--- src/hw/pfdx_pkg.sv ---
package pfdx_pkg;

    // Vector offsets inside the exception area
    localparam logic [19:0] PFDX_VEC_EXT = 20'h00500;
    localparam logic [19:0] PFDX_VEC_PROG = 20'h00700;
    localparam logic [19:0] PFDX_VEC_FPU = 20'h00800;
    localparam logic [19:0] PFDX_VEC_DEC = 20'h00900;
    localparam int PFDX_VEC_W = 20;

    // Program cause bits in save_restore_reg_one
    localparam int PFDX_SAVE_RESTORE_REG_ONE_FPE = 20;
    localparam int PFDX_SAVE_RESTORE_REG_ONE_ILL = 19;
    localparam int PFDX_SAVE_RESTORE_REG_ONE_PRIV = 18;
    localparam int PFDX_SAVE_RESTORE_REG_ONE_TRAP = 17;

    // Register byte offsets
    localparam logic [7:0] PFDX_OFF_BASE = 8'h00;
    localparam logic [7:0] PFDX_OFF_STATUS = 8'h04;
    localparam logic [7:0] PFDX_OFF_MASK = 8'h08;
    localparam logic [7:0] PFDX_OFF_STATE = 8'h0c;

    // Reset values
    localparam logic [31:0] PFDX_BASE_RST = 32'h00000000;
    localparam logic [3:0] PFDX_MASK_RST = 4'h0;

    // Event bits of status and mask
    localparam int PFDX_EV_PROG = 0;
    localparam int PFDX_EV_FPU = 1;
    localparam int PFDX_EV_DEC = 2;
    localparam int PFDX_EV_EXT = 3;
    localparam int PFDX_EV_W = 4;

    // State readback fields
    localparam int PFDX_ST_FEX = 0;
    localparam int PFDX_ST_DECP = 1;
    localparam int PFDX_ST_KIND = 4;

    localparam logic [1:0] PFDX_RESP_OKAY = 2'h0;
    localparam logic [1:0] PFDX_RESP_SLVERR = 2'h2;
    localparam int PFDX_TRAP_W = 5;

endpackage

--- src/hw/pfdx_rst_sync.sv ---
`timescale 1ns/100ps
module pfdx_rst_sync
    import pfdx_pkg::*;
(
    input wire logic clock_i,
    input wire logic rst_n_i,
    output logic rst_n_o
);
    typedef struct packed {
        logic [1:0] sync;
    } pfdx_sync_type;

    pfdx_sync_type s_reg;
    pfdx_sync_type s_next;

    always_comb begin
        s_next.sync = {s_reg.sync[0], 1'b1};
    end

    always_ff @(posedge clock_i or negedge rst_n_i) begin
        if (!rst_n_i) begin
            s_reg <= '0;
        end else begin
            s_reg <= s_next;
        end
    end

    assign rst_n_o = s_reg.sync[1];
endmodule

--- src/hw/pfdx_exc_unit.sv ---
// Summary of operation
// - Program exceptions vector to offset 00700 for fp-enabled, illegal, privileged, trap.
// - A taken program exception records its causes in save_restore_reg_one.
// - Fp-enabled exception when summary flag set and either fp mode bit set.
// - Summary flag set when fp instruction raises an enabled exception condition.
// - Move-to-fp-status sets summary when a condition and its enable both set.
// - Illegal opcode or opcode combination raises illegal instruction exception.
// - Absent optional instructions are illegal unless treated as no-ops.
// - Privileged instruction in user mode raises privileged exception.
// - Special register move with invalid field, top bit one, user mode: privileged.
// - Trap exception when any encoded trap comparison is true.
// - Any fp instruction with fp unavailable vectors to offset 00800.
// - Decrementer msb rising zero to one signals exception at offset 00900.
// - Pending decrementer exception taken only while external irq enable set.
// - External interrupt taken only while external irq enable bit set.
`timescale 1ns/100ps
module pfdx_exc_unit
    import pfdx_pkg::*;
#(
    parameter int ADDR_W = 8,
    parameter int NUM_FP_EXC = 5
) (
    input wire logic clock_i,
    input wire logic rst_n_i,
    input wire logic [ADDR_W-1:0] s_axi_awaddr_i,
    input wire logic s_axi_awvalid_i,
    output logic s_axi_awready_o,
    input wire logic [31:0] s_axi_wdata_i,
    input wire logic [3:0] s_axi_wstrb_i,
    input wire logic s_axi_wvalid_i,
    output logic s_axi_wready_o,
    output logic [1:0] s_axi_bresp_o,
    output logic s_axi_bvalid_o,
    input wire logic s_axi_bready_i,
    input wire logic [ADDR_W-1:0] s_axi_araddr_i,
    input wire logic s_axi_arvalid_i,
    output logic s_axi_arready_o,
    output logic [31:0] s_axi_rdata_o,
    output logic [1:0] s_axi_rresp_o,
    output logic s_axi_rvalid_o,
    input wire logic s_axi_rready_i,
    input wire logic instr_complete_i,
    input wire logic illegal_opcode_i,
    input wire logic optional_absent_i,
    input wire logic optional_as_nop_i,
    input wire logic privileged_i,
    input wire logic spr_move_i,
    input wire logic spr_field_invalid_i,
    input wire logic spr_field_top_i,
    input wire logic trap_instr_i,
    input wire logic [PFDX_TRAP_W-1:0] trap_select_i,
    input wire logic [PFDX_TRAP_W-1:0] trap_compare_i,
    input wire logic fp_instr_i,
    input wire logic [NUM_FP_EXC-1:0] fp_exc_cond_i,
    input wire logic [NUM_FP_EXC-1:0] fp_exc_enable_i,
    input wire logic fp_status_move_i,
    input wire logic [NUM_FP_EXC-1:0] fp_status_move_cond_i,
    input wire logic [NUM_FP_EXC-1:0] fp_status_move_enable_i,
    input wire logic fp_exc_mode_bit_a_i,
    input wire logic fp_exc_mode_bit_b_i,
    input wire logic user_privilege_bit_i,
    input wire logic fp_available_bit_i,
    input wire logic external_irq_enable_bit_i,
    input wire logic external_irq_i,
    input wire logic down_counter_msb_i,
    output logic exc_take_o,
    output logic [31:0] exc_vector_o,
    output logic [31:0] save_restore_reg_one_o,
    output logic fp_enabled_exc_summary_o,
    output logic dec_pending_o,
    output logic irq_o
);
    if (ADDR_W < 4 || ADDR_W > 32) begin : g_bad_addr_w
        $error("ADDR_W out of range");
    end
    if (NUM_FP_EXC < 1 || NUM_FP_EXC > 32) begin : g_bad_num_fp_exc
        $error("NUM_FP_EXC out of range");
    end
    typedef struct packed {
        logic aw_held;
        logic [ADDR_W-1:0] aw_addr;
        logic w_held;
        logic [31:0] w_data;
        logic [3:0] w_strb;
        logic awready;
        logic wready;
        logic bvalid;
        logic [1:0] bresp;
        logic arready;
        logic rvalid;
        logic [31:0] rdata;
        logic [1:0] rresp;
        logic [31:0] exc_base;
        logic [PFDX_EV_W-1:0] irq_status;
        logic [PFDX_EV_W-1:0] irq_mask;
        logic irq;
        logic fp_enabled_exc_summary;
        logic dec_msb_prev;
        logic dec_pending;
        logic take;
        logic [31:0] vector;
        logic [31:0] save_restore_reg_one;
        logic [PFDX_EV_W-1:0] last_kind;
    } pfdx_state_type;
    pfdx_state_type s_reg;
    pfdx_state_type s_next;
    logic rst_sync_n;
    logic fex_now, fp_unavail_c, fpe_c, illegal_c, priv_c, trap_c;
    logic prog_c, ext_c, dec_c, dec_edge_c;
    logic [PFDX_EV_W-1:0] events_c;

    pfdx_rst_sync u_rst_sync (
        .clock_i(clock_i),
        .rst_n_i(rst_n_i),
        .rst_n_o(rst_sync_n)
    );

    function automatic logic [31:0] merge_bytes(input logic [31:0] old_v,
                                                input logic [31:0] new_v,
                                                input logic [3:0] strb);
        logic [31:0] r;
        r = old_v;
        for (int i = 0; i < 4; i++) begin
            if (strb[i]) begin
                r[8*i +: 8] = new_v[8*i +: 8];
            end
        end
        return r;
    endfunction

    function automatic logic reg_mapped(input logic [ADDR_W-1:0] addr);
        logic [7:0] a;
        a = 8'(addr);
        return (addr[1:0] == 2'h0) && (ADDR_W <= 8 || (addr >> 8) == '0) &&
               (a == PFDX_OFF_BASE || a == PFDX_OFF_STATUS ||
                a == PFDX_OFF_MASK || a == PFDX_OFF_STATE);
    endfunction

    function automatic logic [31:0] vec_addr(input logic [31:0] base,
                                             input logic [19:0] off);
        return {base[31:PFDX_VEC_W], off};
    endfunction

    always_comb begin
        // Summary flag as left by the completing instruction
        fex_now = s_reg.fp_enabled_exc_summary;
        if (instr_complete_i && fp_status_move_i) begin
            fex_now = |(fp_status_move_cond_i & fp_status_move_enable_i);
        end else if (instr_complete_i && fp_instr_i && fp_available_bit_i &&
                     |(fp_exc_cond_i & fp_exc_enable_i)) begin
            fex_now = 1'b1;
        end
        fp_unavail_c = instr_complete_i && fp_instr_i && !fp_available_bit_i;
        fpe_c = instr_complete_i && fex_now &&
                (fp_exc_mode_bit_a_i || fp_exc_mode_bit_b_i);
        illegal_c = instr_complete_i && (illegal_opcode_i ||
                    (optional_absent_i && !optional_as_nop_i));
        priv_c = instr_complete_i && user_privilege_bit_i && (privileged_i ||
                 (spr_move_i && spr_field_invalid_i && spr_field_top_i));
        trap_c = instr_complete_i && trap_instr_i &&
                 |(trap_select_i & trap_compare_i);
        prog_c = !fp_unavail_c && (fpe_c || illegal_c || priv_c || trap_c);
        ext_c = instr_complete_i && !fp_unavail_c && !prog_c &&
                external_irq_i && external_irq_enable_bit_i;
        dec_c = instr_complete_i && !fp_unavail_c && !prog_c && !ext_c &&
                s_reg.dec_pending && external_irq_enable_bit_i;
        dec_edge_c = down_counter_msb_i && !s_reg.dec_msb_prev;
        events_c = '0;
        events_c[PFDX_EV_PROG] = prog_c;
        events_c[PFDX_EV_FPU] = fp_unavail_c;
        events_c[PFDX_EV_DEC] = dec_c;
        events_c[PFDX_EV_EXT] = ext_c;
    end

    always_comb begin
        s_next = s_reg;
        s_next.take = 1'b0;
        // Write address and data are taken independently
        if (s_axi_awvalid_i && s_reg.awready) begin
            s_next.aw_held = 1'b1;
            s_next.aw_addr = s_axi_awaddr_i;
        end
        if (s_axi_wvalid_i && s_reg.wready) begin
            s_next.w_held = 1'b1;
            s_next.w_data = s_axi_wdata_i;
            s_next.w_strb = s_axi_wstrb_i;
        end
        if (s_reg.bvalid && s_axi_bready_i) begin
            s_next.bvalid = 1'b0;
        end
        if (s_reg.aw_held && s_reg.w_held && !s_reg.bvalid) begin
            s_next.aw_held = 1'b0;
            s_next.w_held = 1'b0;
            s_next.bvalid = 1'b1;
            s_next.bresp = reg_mapped(s_reg.aw_addr) ? PFDX_RESP_OKAY : PFDX_RESP_SLVERR;
            if (reg_mapped(s_reg.aw_addr)) begin
                unique case (8'(s_reg.aw_addr))
                    PFDX_OFF_BASE: begin
                        s_next.exc_base = merge_bytes(s_reg.exc_base, s_reg.w_data,
                                                      s_reg.w_strb);
                        s_next.exc_base[PFDX_VEC_W-1:0] = '0;
                    end
                    PFDX_OFF_STATUS: begin
                        if (s_reg.w_strb[0]) begin
                            s_next.irq_status = s_reg.irq_status &
                                                ~s_reg.w_data[PFDX_EV_W-1:0];
                        end
                    end
                    PFDX_OFF_MASK: begin
                        if (s_reg.w_strb[0]) begin
                            s_next.irq_mask = s_reg.w_data[PFDX_EV_W-1:0];
                        end
                    end
                    default: begin
                    end
                endcase
            end
        end
        s_next.awready = !s_next.aw_held && !s_next.bvalid;
        s_next.wready = !s_next.w_held && !s_next.bvalid;

        // Read channel: one read at a time
        if (s_axi_arvalid_i && s_reg.arready) begin
            s_next.arready = 1'b0;
            s_next.rvalid = 1'b1;
            s_next.rdata = '0;
            s_next.rresp = reg_mapped(s_axi_araddr_i) ? PFDX_RESP_OKAY : PFDX_RESP_SLVERR;
            if (reg_mapped(s_axi_araddr_i)) begin
                unique case (8'(s_axi_araddr_i))
                    PFDX_OFF_BASE: s_next.rdata = s_reg.exc_base;
                    PFDX_OFF_STATUS: s_next.rdata[PFDX_EV_W-1:0] = s_reg.irq_status;
                    PFDX_OFF_MASK: s_next.rdata[PFDX_EV_W-1:0] = s_reg.irq_mask;
                    PFDX_OFF_STATE: begin
                        s_next.rdata[PFDX_ST_FEX] = s_reg.fp_enabled_exc_summary;
                        s_next.rdata[PFDX_ST_DECP] = s_reg.dec_pending;
                        s_next.rdata[PFDX_ST_KIND +: PFDX_EV_W] = s_reg.last_kind;
                    end
                    default: begin
                    end
                endcase
            end
        end else if (s_reg.rvalid && s_axi_rready_i) begin
            s_next.rvalid = 1'b0;
            s_next.arready = 1'b1;
        end
        // Address accepted whenever no read data is waiting; reset clears arready until the first clock after it
        s_next.arready = !s_next.rvalid;

        // Exception state
        s_next.fp_enabled_exc_summary = fex_now;
        s_next.dec_msb_prev = down_counter_msb_i;
        if (dec_c) begin
            s_next.dec_pending = 1'b0;
        end
        if (dec_edge_c) begin
            s_next.dec_pending = 1'b1;
        end
        if (|events_c) begin
            s_next.take = 1'b1;
            s_next.last_kind = events_c;
            s_next.save_restore_reg_one = '0;
        end
        if (fp_unavail_c) begin
            s_next.vector = vec_addr(s_reg.exc_base, PFDX_VEC_FPU);
        end else if (prog_c) begin
            s_next.vector = vec_addr(s_reg.exc_base, PFDX_VEC_PROG);
            s_next.save_restore_reg_one[PFDX_SAVE_RESTORE_REG_ONE_FPE] = fpe_c;
            s_next.save_restore_reg_one[PFDX_SAVE_RESTORE_REG_ONE_ILL] = illegal_c;
            s_next.save_restore_reg_one[PFDX_SAVE_RESTORE_REG_ONE_PRIV] = priv_c;
            s_next.save_restore_reg_one[PFDX_SAVE_RESTORE_REG_ONE_TRAP] = trap_c;
        end else if (ext_c) begin
            s_next.vector = vec_addr(s_reg.exc_base, PFDX_VEC_EXT);
        end else if (dec_c) begin
            s_next.vector = vec_addr(s_reg.exc_base, PFDX_VEC_DEC);
        end
        // New events win over a same-cycle clear
        s_next.irq_status = s_next.irq_status | events_c;
        s_next.irq = |(s_next.irq_status & s_next.irq_mask);
    end

    always_ff @(posedge clock_i or negedge rst_sync_n) begin
        if (!rst_sync_n) begin
            s_reg <= '0;
            s_reg.exc_base <= PFDX_BASE_RST;
            s_reg.irq_mask <= PFDX_MASK_RST;
        end else begin
            s_reg <= s_next;
        end
    end

    assign s_axi_awready_o = s_reg.awready;
    assign s_axi_wready_o = s_reg.wready;
    assign s_axi_bvalid_o = s_reg.bvalid;
    assign s_axi_bresp_o = s_reg.bresp;
    assign s_axi_arready_o = s_reg.arready;
    assign s_axi_rvalid_o = s_reg.rvalid;
    assign s_axi_rdata_o = s_reg.rdata;
    assign s_axi_rresp_o = s_reg.rresp;
    assign exc_take_o = s_reg.take;
    assign exc_vector_o = s_reg.vector;
    assign save_restore_reg_one_o = s_reg.save_restore_reg_one;
    assign fp_enabled_exc_summary_o = s_reg.fp_enabled_exc_summary;
    assign dec_pending_o = s_reg.dec_pending;
    assign irq_o = s_reg.irq;
endmodule

--- config.mk ---
export PLATFORM = sky130hd
export DESIGN_NAME = pfdx_exc_unit
export DESIGN_NICKNAME = d
export VERILOG_FILES = /design/src/hw/pfdx_pkg.sv /design/src/hw/pfdx_rst_sync.sv /design/src/hw/pfdx_exc_unit.sv
export SDC_FILE = /design/constraint.sdc
export NUM_CORES = 1
export LEC_CHECK = 0
export BUFFER_PORTS_ARGS = -buffer_cell sky130_fd_sc_hd__buf_2
export CORE_MARGIN = 2
export CORE_UTILIZATION = 40
export CTS_CLUSTER_DIAMETER = 100
export DETAILED_ROUTE_END_ITERATION = 12
export PLACE_DENSITY = 0.69
export SYNTH_ARGS = -nofsm -noshare
export SYNTH_HDL_FRONTEND = slang
export SYNTH_SLANG_ARGS = --single-unit
--- constraint.sdc ---
create_clock -name clock_i -period 9.7 [get_ports clock_i]
set_input_delay 0.485 -clock clock_i [delete_from_list [all_inputs] [get_ports clock_i]]
set_output_delay 0.485 -clock clock_i [all_outputs]
set_load 0.01 [all_outputs]
Yosys cells after proc, flatten, opt, wreduce, memory -nomap -nowiden
Cells that the tools add are included.

Output and inout port bits: 109. Logic and storage cells: 143. Register bits after elaboration: 154. ROM bits: 0. Bits in writable memories: 0. Memories kept: 0. Input bits: 107. Bits in latches: 0.

Add/sub/neg operators: 0. Equal/unequal tests: 6. $lt $le $gt $ge: 0. Reductions and logical operators: 71. Multipliers: 0. Div/mod/pow operators: 0. Bitwise logic cells: 7. Muxes and demuxes: 33. Shift operators: 0.

Operators by type and width (count): 2-to-1 mux 32 bit (5); 2-to-1 mux 37 bit (1); logical AND 1 bit (35); == test 8 x 4 -> 1 bit (second input constant) (4); 2-to-1 mux 4 bit (7); 2-to-1 mux 25 bit (1); 2-to-1 mux 24 bit (1); == test 8 x 3 -> 1 bit (second input constant) (2); zero test 8 bit (2); 2-to-1 mux 8 bit (2); bitwise AND 5 bit (3); OR reduction 5 bit (3); logical OR 1 bit (12); zero test 1 bit (11); 2-to-1 mux 1 bit (10); 2-to-1 mux 9 bit (1); bitwise AND 4 bit (2); AND reduction 4 bit (2); OR reduction 4 bit (2); one-hot mux 2 bit (3 select lines) (1); zero test 2 bit (2); 2-to-1 mux 2 bit (2); inverter 4 bit (1); bitwise OR 4 bit (1); other kinds (4) (4).

Depth between registers and ports, before layout
Word-level depth: 23. Gate-level depth with buffers: 7. Gate-level depth less buffers: 6.

By module
Synthesis repeated with hierarchy kept, for this count alone.

Cells, all modules: 422. Area, all modules: 5047.3 µm².

By module, submodules not included: pfdx_exc_unit (area each 4993.5 µm², seq. area each 2627.5 µm², instances 1, cells each 419); pfdx_rst_sync (area each 53.8 µm², seq. area each 50.0 µm², instances 1, cells each 3).

Worst setup path after synthesis
No wires, ideal clock.

Kind: input-to-reg. Start: in trap_select_i[2]. End: reg s_reg, in the netlist dec_pending_o. Slack: 7250 ps. Library setup time: 121 ps. Stages on the path: 7. Buffers on the path: 1. Data required time: 9579 ps. Data arrival time: 2329 ps. Cells stage by stage: a222oi_1 -> a21boi_0 -> o41a_1 -> or2_1 -> clkbuf_1 -> or4_1 -> a22o_1.

Cells in the longest elaborated chain, start to end: 14.

Ends and longest elaborated chain: from (decl) (RTL line pfdx_exc_unit.sv:51) `input wire logic [PFDX_TRAP_W-1:0] trap_select_i,`; bitwise AND 5 bit * (RTL line pfdx_exc_unit.sv:161) `|(trap_select_i & trap_compare_i);`; OR reduction 5 bit * (RTL line pfdx_exc_unit.sv:161); logical AND 1 bit * (RTL line pfdx_exc_unit.sv:160) `trap_c = instr_complete_i && trap_instr_i &&`; logical OR 1 bit * (RTL line pfdx_exc_unit.sv:162) `prog_c = !fp_unavail_c && (fpe_c || illegal_c || priv_c || trap_c);`; logical AND 1 bit * (RTL line pfdx_exc_unit.sv:162); zero test 1 bit * (RTL line pfdx_exc_unit.sv:163, pfdx_exc_unit.sv:165); logical AND 1 bit * (RTL line pfdx_exc_unit.sv:163, pfdx_exc_unit.sv:165); logical AND 1 bit (RTL line pfdx_exc_unit.sv:163) `ext_c = instr_complete_i && !fp_unavail_c && !prog_c &&`; logical AND 1 bit (RTL line pfdx_exc_unit.sv:164) `external_irq_i && external_irq_enable_bit_i;`; zero test 1 bit (RTL line pfdx_exc_unit.sv:165) `dec_c = instr_complete_i && !fp_unavail_c && !prog_c && !ext_c &&`; logical AND 1 bit * (2 in series) (RTL line pfdx_exc_unit.sv:165); logical AND 1 bit * (RTL line pfdx_exc_unit.sv:166) `s_reg.dec_pending && external_irq_enable_bit_i;`; nonzero test 2 bit (no line) *; to (signal assigned) (RTL line pfdx_exc_unit.sv:287) `s_reg <= s_next;`; to (decl) (RTL line pfdx_exc_unit.sv:105) `pfdx_state_type s_reg;`.

Mark *: on every way between the ends. The rest lies on a longest branch, timed or not. A chain may end at the register's enable or synchronous reset.

Final worst setup path
Start: in trap_select_i[2]. End: reg s_reg, in the netlist exc_vector_o[28].

Cells in the longest elaborated chain, start to end: 14. Elaborated cells between the ends (all ways): 17. Classes of those cells: mux: 3; bitwise: 1; reduce/logical: 13.

Ends and longest elaborated chain (RTL line): bitwise AND 5 bit * (pfdx_exc_unit.sv:161); OR reduction 5 bit * (pfdx_exc_unit.sv:161); logical AND 1 bit * (pfdx_exc_unit.sv:160); logical OR 1 bit * (pfdx_exc_unit.sv:162); logical AND 1 bit * (pfdx_exc_unit.sv:162); zero test 1 bit (pfdx_exc_unit.sv:163, pfdx_exc_unit.sv:165); logical AND 1 bit (pfdx_exc_unit.sv:163, pfdx_exc_unit.sv:165); logical AND 1 bit (pfdx_exc_unit.sv:163); logical AND 1 bit (pfdx_exc_unit.sv:164); zero test 1 bit (pfdx_exc_unit.sv:165); logical AND 1 bit (2 in series) (pfdx_exc_unit.sv:165); logical AND 1 bit (pfdx_exc_unit.sv:166); nonzero test 4 bit (no line).

Marks and branches as above.

==> results by group <==
CTS
  – Post-CTS setup repair buffer count: 0
  – Post_cts resized: 0
  – # clock sinks: 107
  – TritonCTS clock tree: built
  – Worst-case clock buffer depth: 2
  – CTS buffer count: 9
  – Clock latency at the later pin of the worst-skew pair: approximately 0.35 ns
  – CTS H-Tree Depth: 3
  – Clock transition at the registers of the reported paths: 0.07 ns
  – Post-CTS Hold Fix Bufs: 1
  – Root buf cell: clkbuf_16

STA
  – Least-Margin Pin Slew: 0.937 ns
  – Clk_skew: about 0.0056 ns
  – Final setup fails: 0
  – Fmax: 383 MHz
  – Final Hold Fails: 0
  – Slew Viols, Final: 0
  – Relative slew margins: 37.4%
  – Setup_tns: 0 ns
  – Fin crit share: 26.9%
  – Crit path time final: between 2 and 3 ns
  – RSZ-0062 raised after global routing: false

Setup path
  – Slowest CP cell: nor3_2
  – Worst path bufs/invs: 1
  – CP Data Required Time: 9.93 ns
  – Critical path type: in2reg
  – Crit path cell chain: buf_2 -> a222oi_1 -> a21boi_0 -> o41a_1 -> nor3_2 -> nand2_2 -> mux2_2
  – CP peak stage delay: 0.57 ns
  – Flop2flop setup slack: 7.16 ns
  – Crit. End Element: flip-flop
  – Worst setup SP type: primary input
  – CP top delay family: simple AND/OR/NAND/NOR gates
  – Crit Path Max Fanout: 14
  – Arrival @ worst endpoint: 2.84 ns
  – Worst reg2reg path startpoint: s_reg[192]
  – Worst R2R End: irq_o
  – Reg2Reg Depth: 6

Synthesis
  – Mapped Avg Cell Area: 11.8 um2
  – Area leader, netlist: dfrtp_1
  – Post-synthesis mux area share: 12.6%
  – Share of the synthesized area in the top cell type: 53.4%
  – Area contributors post-synth: dfrtp_1, buf_4, mux2_2, a22o_1, nand2_1
  – XOR/XNOR Fraction of Synth Area: 0%
  – Post-synth EDFFs: 0
  – Ys Warns: 0
  – Yosys reg bits: approximately 110
  – Simple-gate share of the synthesized area: 7.46%
  – Mapped Cells: 424
  – Synth Area in Adders: 0%
  – Cell area after synthesis: around 0.0050 mm2
  – Synth Flop Type: dfrtp_1
  – Post-synthesis compound-gate area fraction: under 10%
  – Yosys cell types: 46
  – Post-synthesis sequential area ratio: between 50% and 60%
  – Largest family of logic cells by synthesized area: buffers and inverters
  – Post-synth ARST share: 100%

Power
  – Peak supply drop: 0.000121 V
  – Pleak: 2.93 nW
  – Pwr per Cell Area: 203 mW/mm2

Placement
  – Routability cong.: roughly 0.8
  – Area after DPL: approximately 0.0054 mm2
  – Placed insts: a little under 700
  – Hpwl dp: around 7500 um
  – PortBufs: 140

Global route
  – Vias in the first global route: 3033
  – Antenna violations before repair: 0
  – Met2 Use GR: 24.4%
  – Met3 Use GR: 6.28%
  – M1 GR Usage: 19.2%
  – Largest net degree at the start of global routing: 69
  – Grt total ovfl: 0
  – First-pass GRT wire length: between 15000 and 20000 um
  – Grt peak-use layer: met2
  – Gr usage total: 15.2%

Detailed routing
  – Vias per cell: 4.57
  – First-pass DRT Iterations: 5
  – DRC viols: 0
  – Routed via count: 3184
  – Drt wl/cell: 14.3 um
  – Post-route ant nets: 0
  – Routed WL: 9960 um
  – Starting DRT DRC Count: 106

Floorplanning
  – Die W: 116 um
  – Placement Rows: 40
  – Die height: 116 um
  – I/O pin count: 216
  – Placeable core area: about 0.012 mm2
  – Die Footprint: 0.0135 mm2
  – Initial Util: 41.4%

Final layout
  – Layout area overhead: 12.4%
  – Fillers: 1146
  – Final non-filler cell total: between 600 and 700
  – Most frequent cells in the layout: buf_2, dfrtp_1, conb_1
  – # nets final: 631
  – Inserted Diodes: 0
  – Most common cell after layout, fill and taps aside: buf_2
  – Largest register FFs: 54
  – Share of layout cells above drive strength 1: just over 40%
  – Finished Cell Area: 0.00564 mm2

Hold path
  – Hold Path Depth: 1
  – Worst Min Path Start: down_counter_msb_i
  – End of the worst hold path: s_reg[70]
  – HP Class: in2reg

Run
  – Max-cap violation count: 0

Outcome
  – Status: finished clean
## per-stage QoR
stage	hold WS (ns)	setup WS, ns	utilization (%)	power, mW
after floorplan	0.189	6.50	-	0.769
after global placement	0.271	6.85	44.2	0.806
after detailed placement	0.271	6.76	44.2	0.819
after CTS	0.254	7.14	46.6	1.16
after global routing	0.251	6.97	46.6	1.21
final	0.269	7.09	46.6	1.14
## how the worst max path moves through the flow
| stage | from | to | slack, ns | cells after the start |
|---|---|---|---|---|
| after floorplan | u_rst_sync.s_reg[1] | dec_pending_o | 6.50 | 0 |
| after global placement | trap_select_i[2] | exc_vector_o[26] | 6.85 | 7 |
| after detailed placement | trap_select_i[2] | exc_vector_o[28] | 6.76 | 7 |
| after CTS | trap_select_i[2] | exc_vector_o[28] | 7.14 | 7 |
| after global routing | s_reg[192] | irq_o | 6.97 | 6 |
| final | trap_select_i[2] | exc_vector_o[28] | 7.09 | 7 |
## cell usage after synthesis (all sizes together) (3+ instances only)
| cell | instances |
|---|---|
| a211oi | 3 |
| a21boi | 3 |
| a21oi | 4 |
| a22o | 17 |
| a22oi | 10 |
| buf | 103 |
| clkbuf | 7 |
| dfrtp | 107 |
| inv | 11 |
| mux2 | 54 |
| nand2 | 22 |
| nand3 | 7 |
| nor2 | 12 |
| nor2b | 5 |
| nor3 | 4 |
| nor3b | 3 |
| o21ai | 15 |
| o31ai | 3 |
| or2 | 4 |
| or4 | 4 |
## where the power goes
part / internal (mW) / switching (mW) / total (mW)
clock: 0.186 / 0.151 / 0.337
combinational: 0.114 / 0.103 / 0.218
sequential: 0.535 / 0.0543 / 0.589
## logic make-up (layout without fill, tap and decap cells)
family | count (synthesis) | after routing
buffers and inverters | 122 | 169
DFF | 107 | 107
and+or+nand+nor | 71 | 71
AOI/OAI and AO/OA | 66 | 66
muxes | 56 | 56
other | 2 | 59
## layer usage
layer	vias to the layer above	share of wire (%)
met5	-	0
met4	0	1.1
met3	9	7.0
met2	125	48
met1	1530	44
li1	1520	-
## area by class of cell
cell class	count	area, um2	area share, %
Clock buffer	13	260	4.61
Clock inverter	2	12.5	0.222
Inverter	12	45.0	0.798
Multi-Input combinational cell	252	1710	30.4
Sequential cell	107	2680	47.5
Tap cell	168	210	3.73
Timing Repair Buffer	142	718	12.7
No activity file was read; power rests on OpenSTA's default activity.
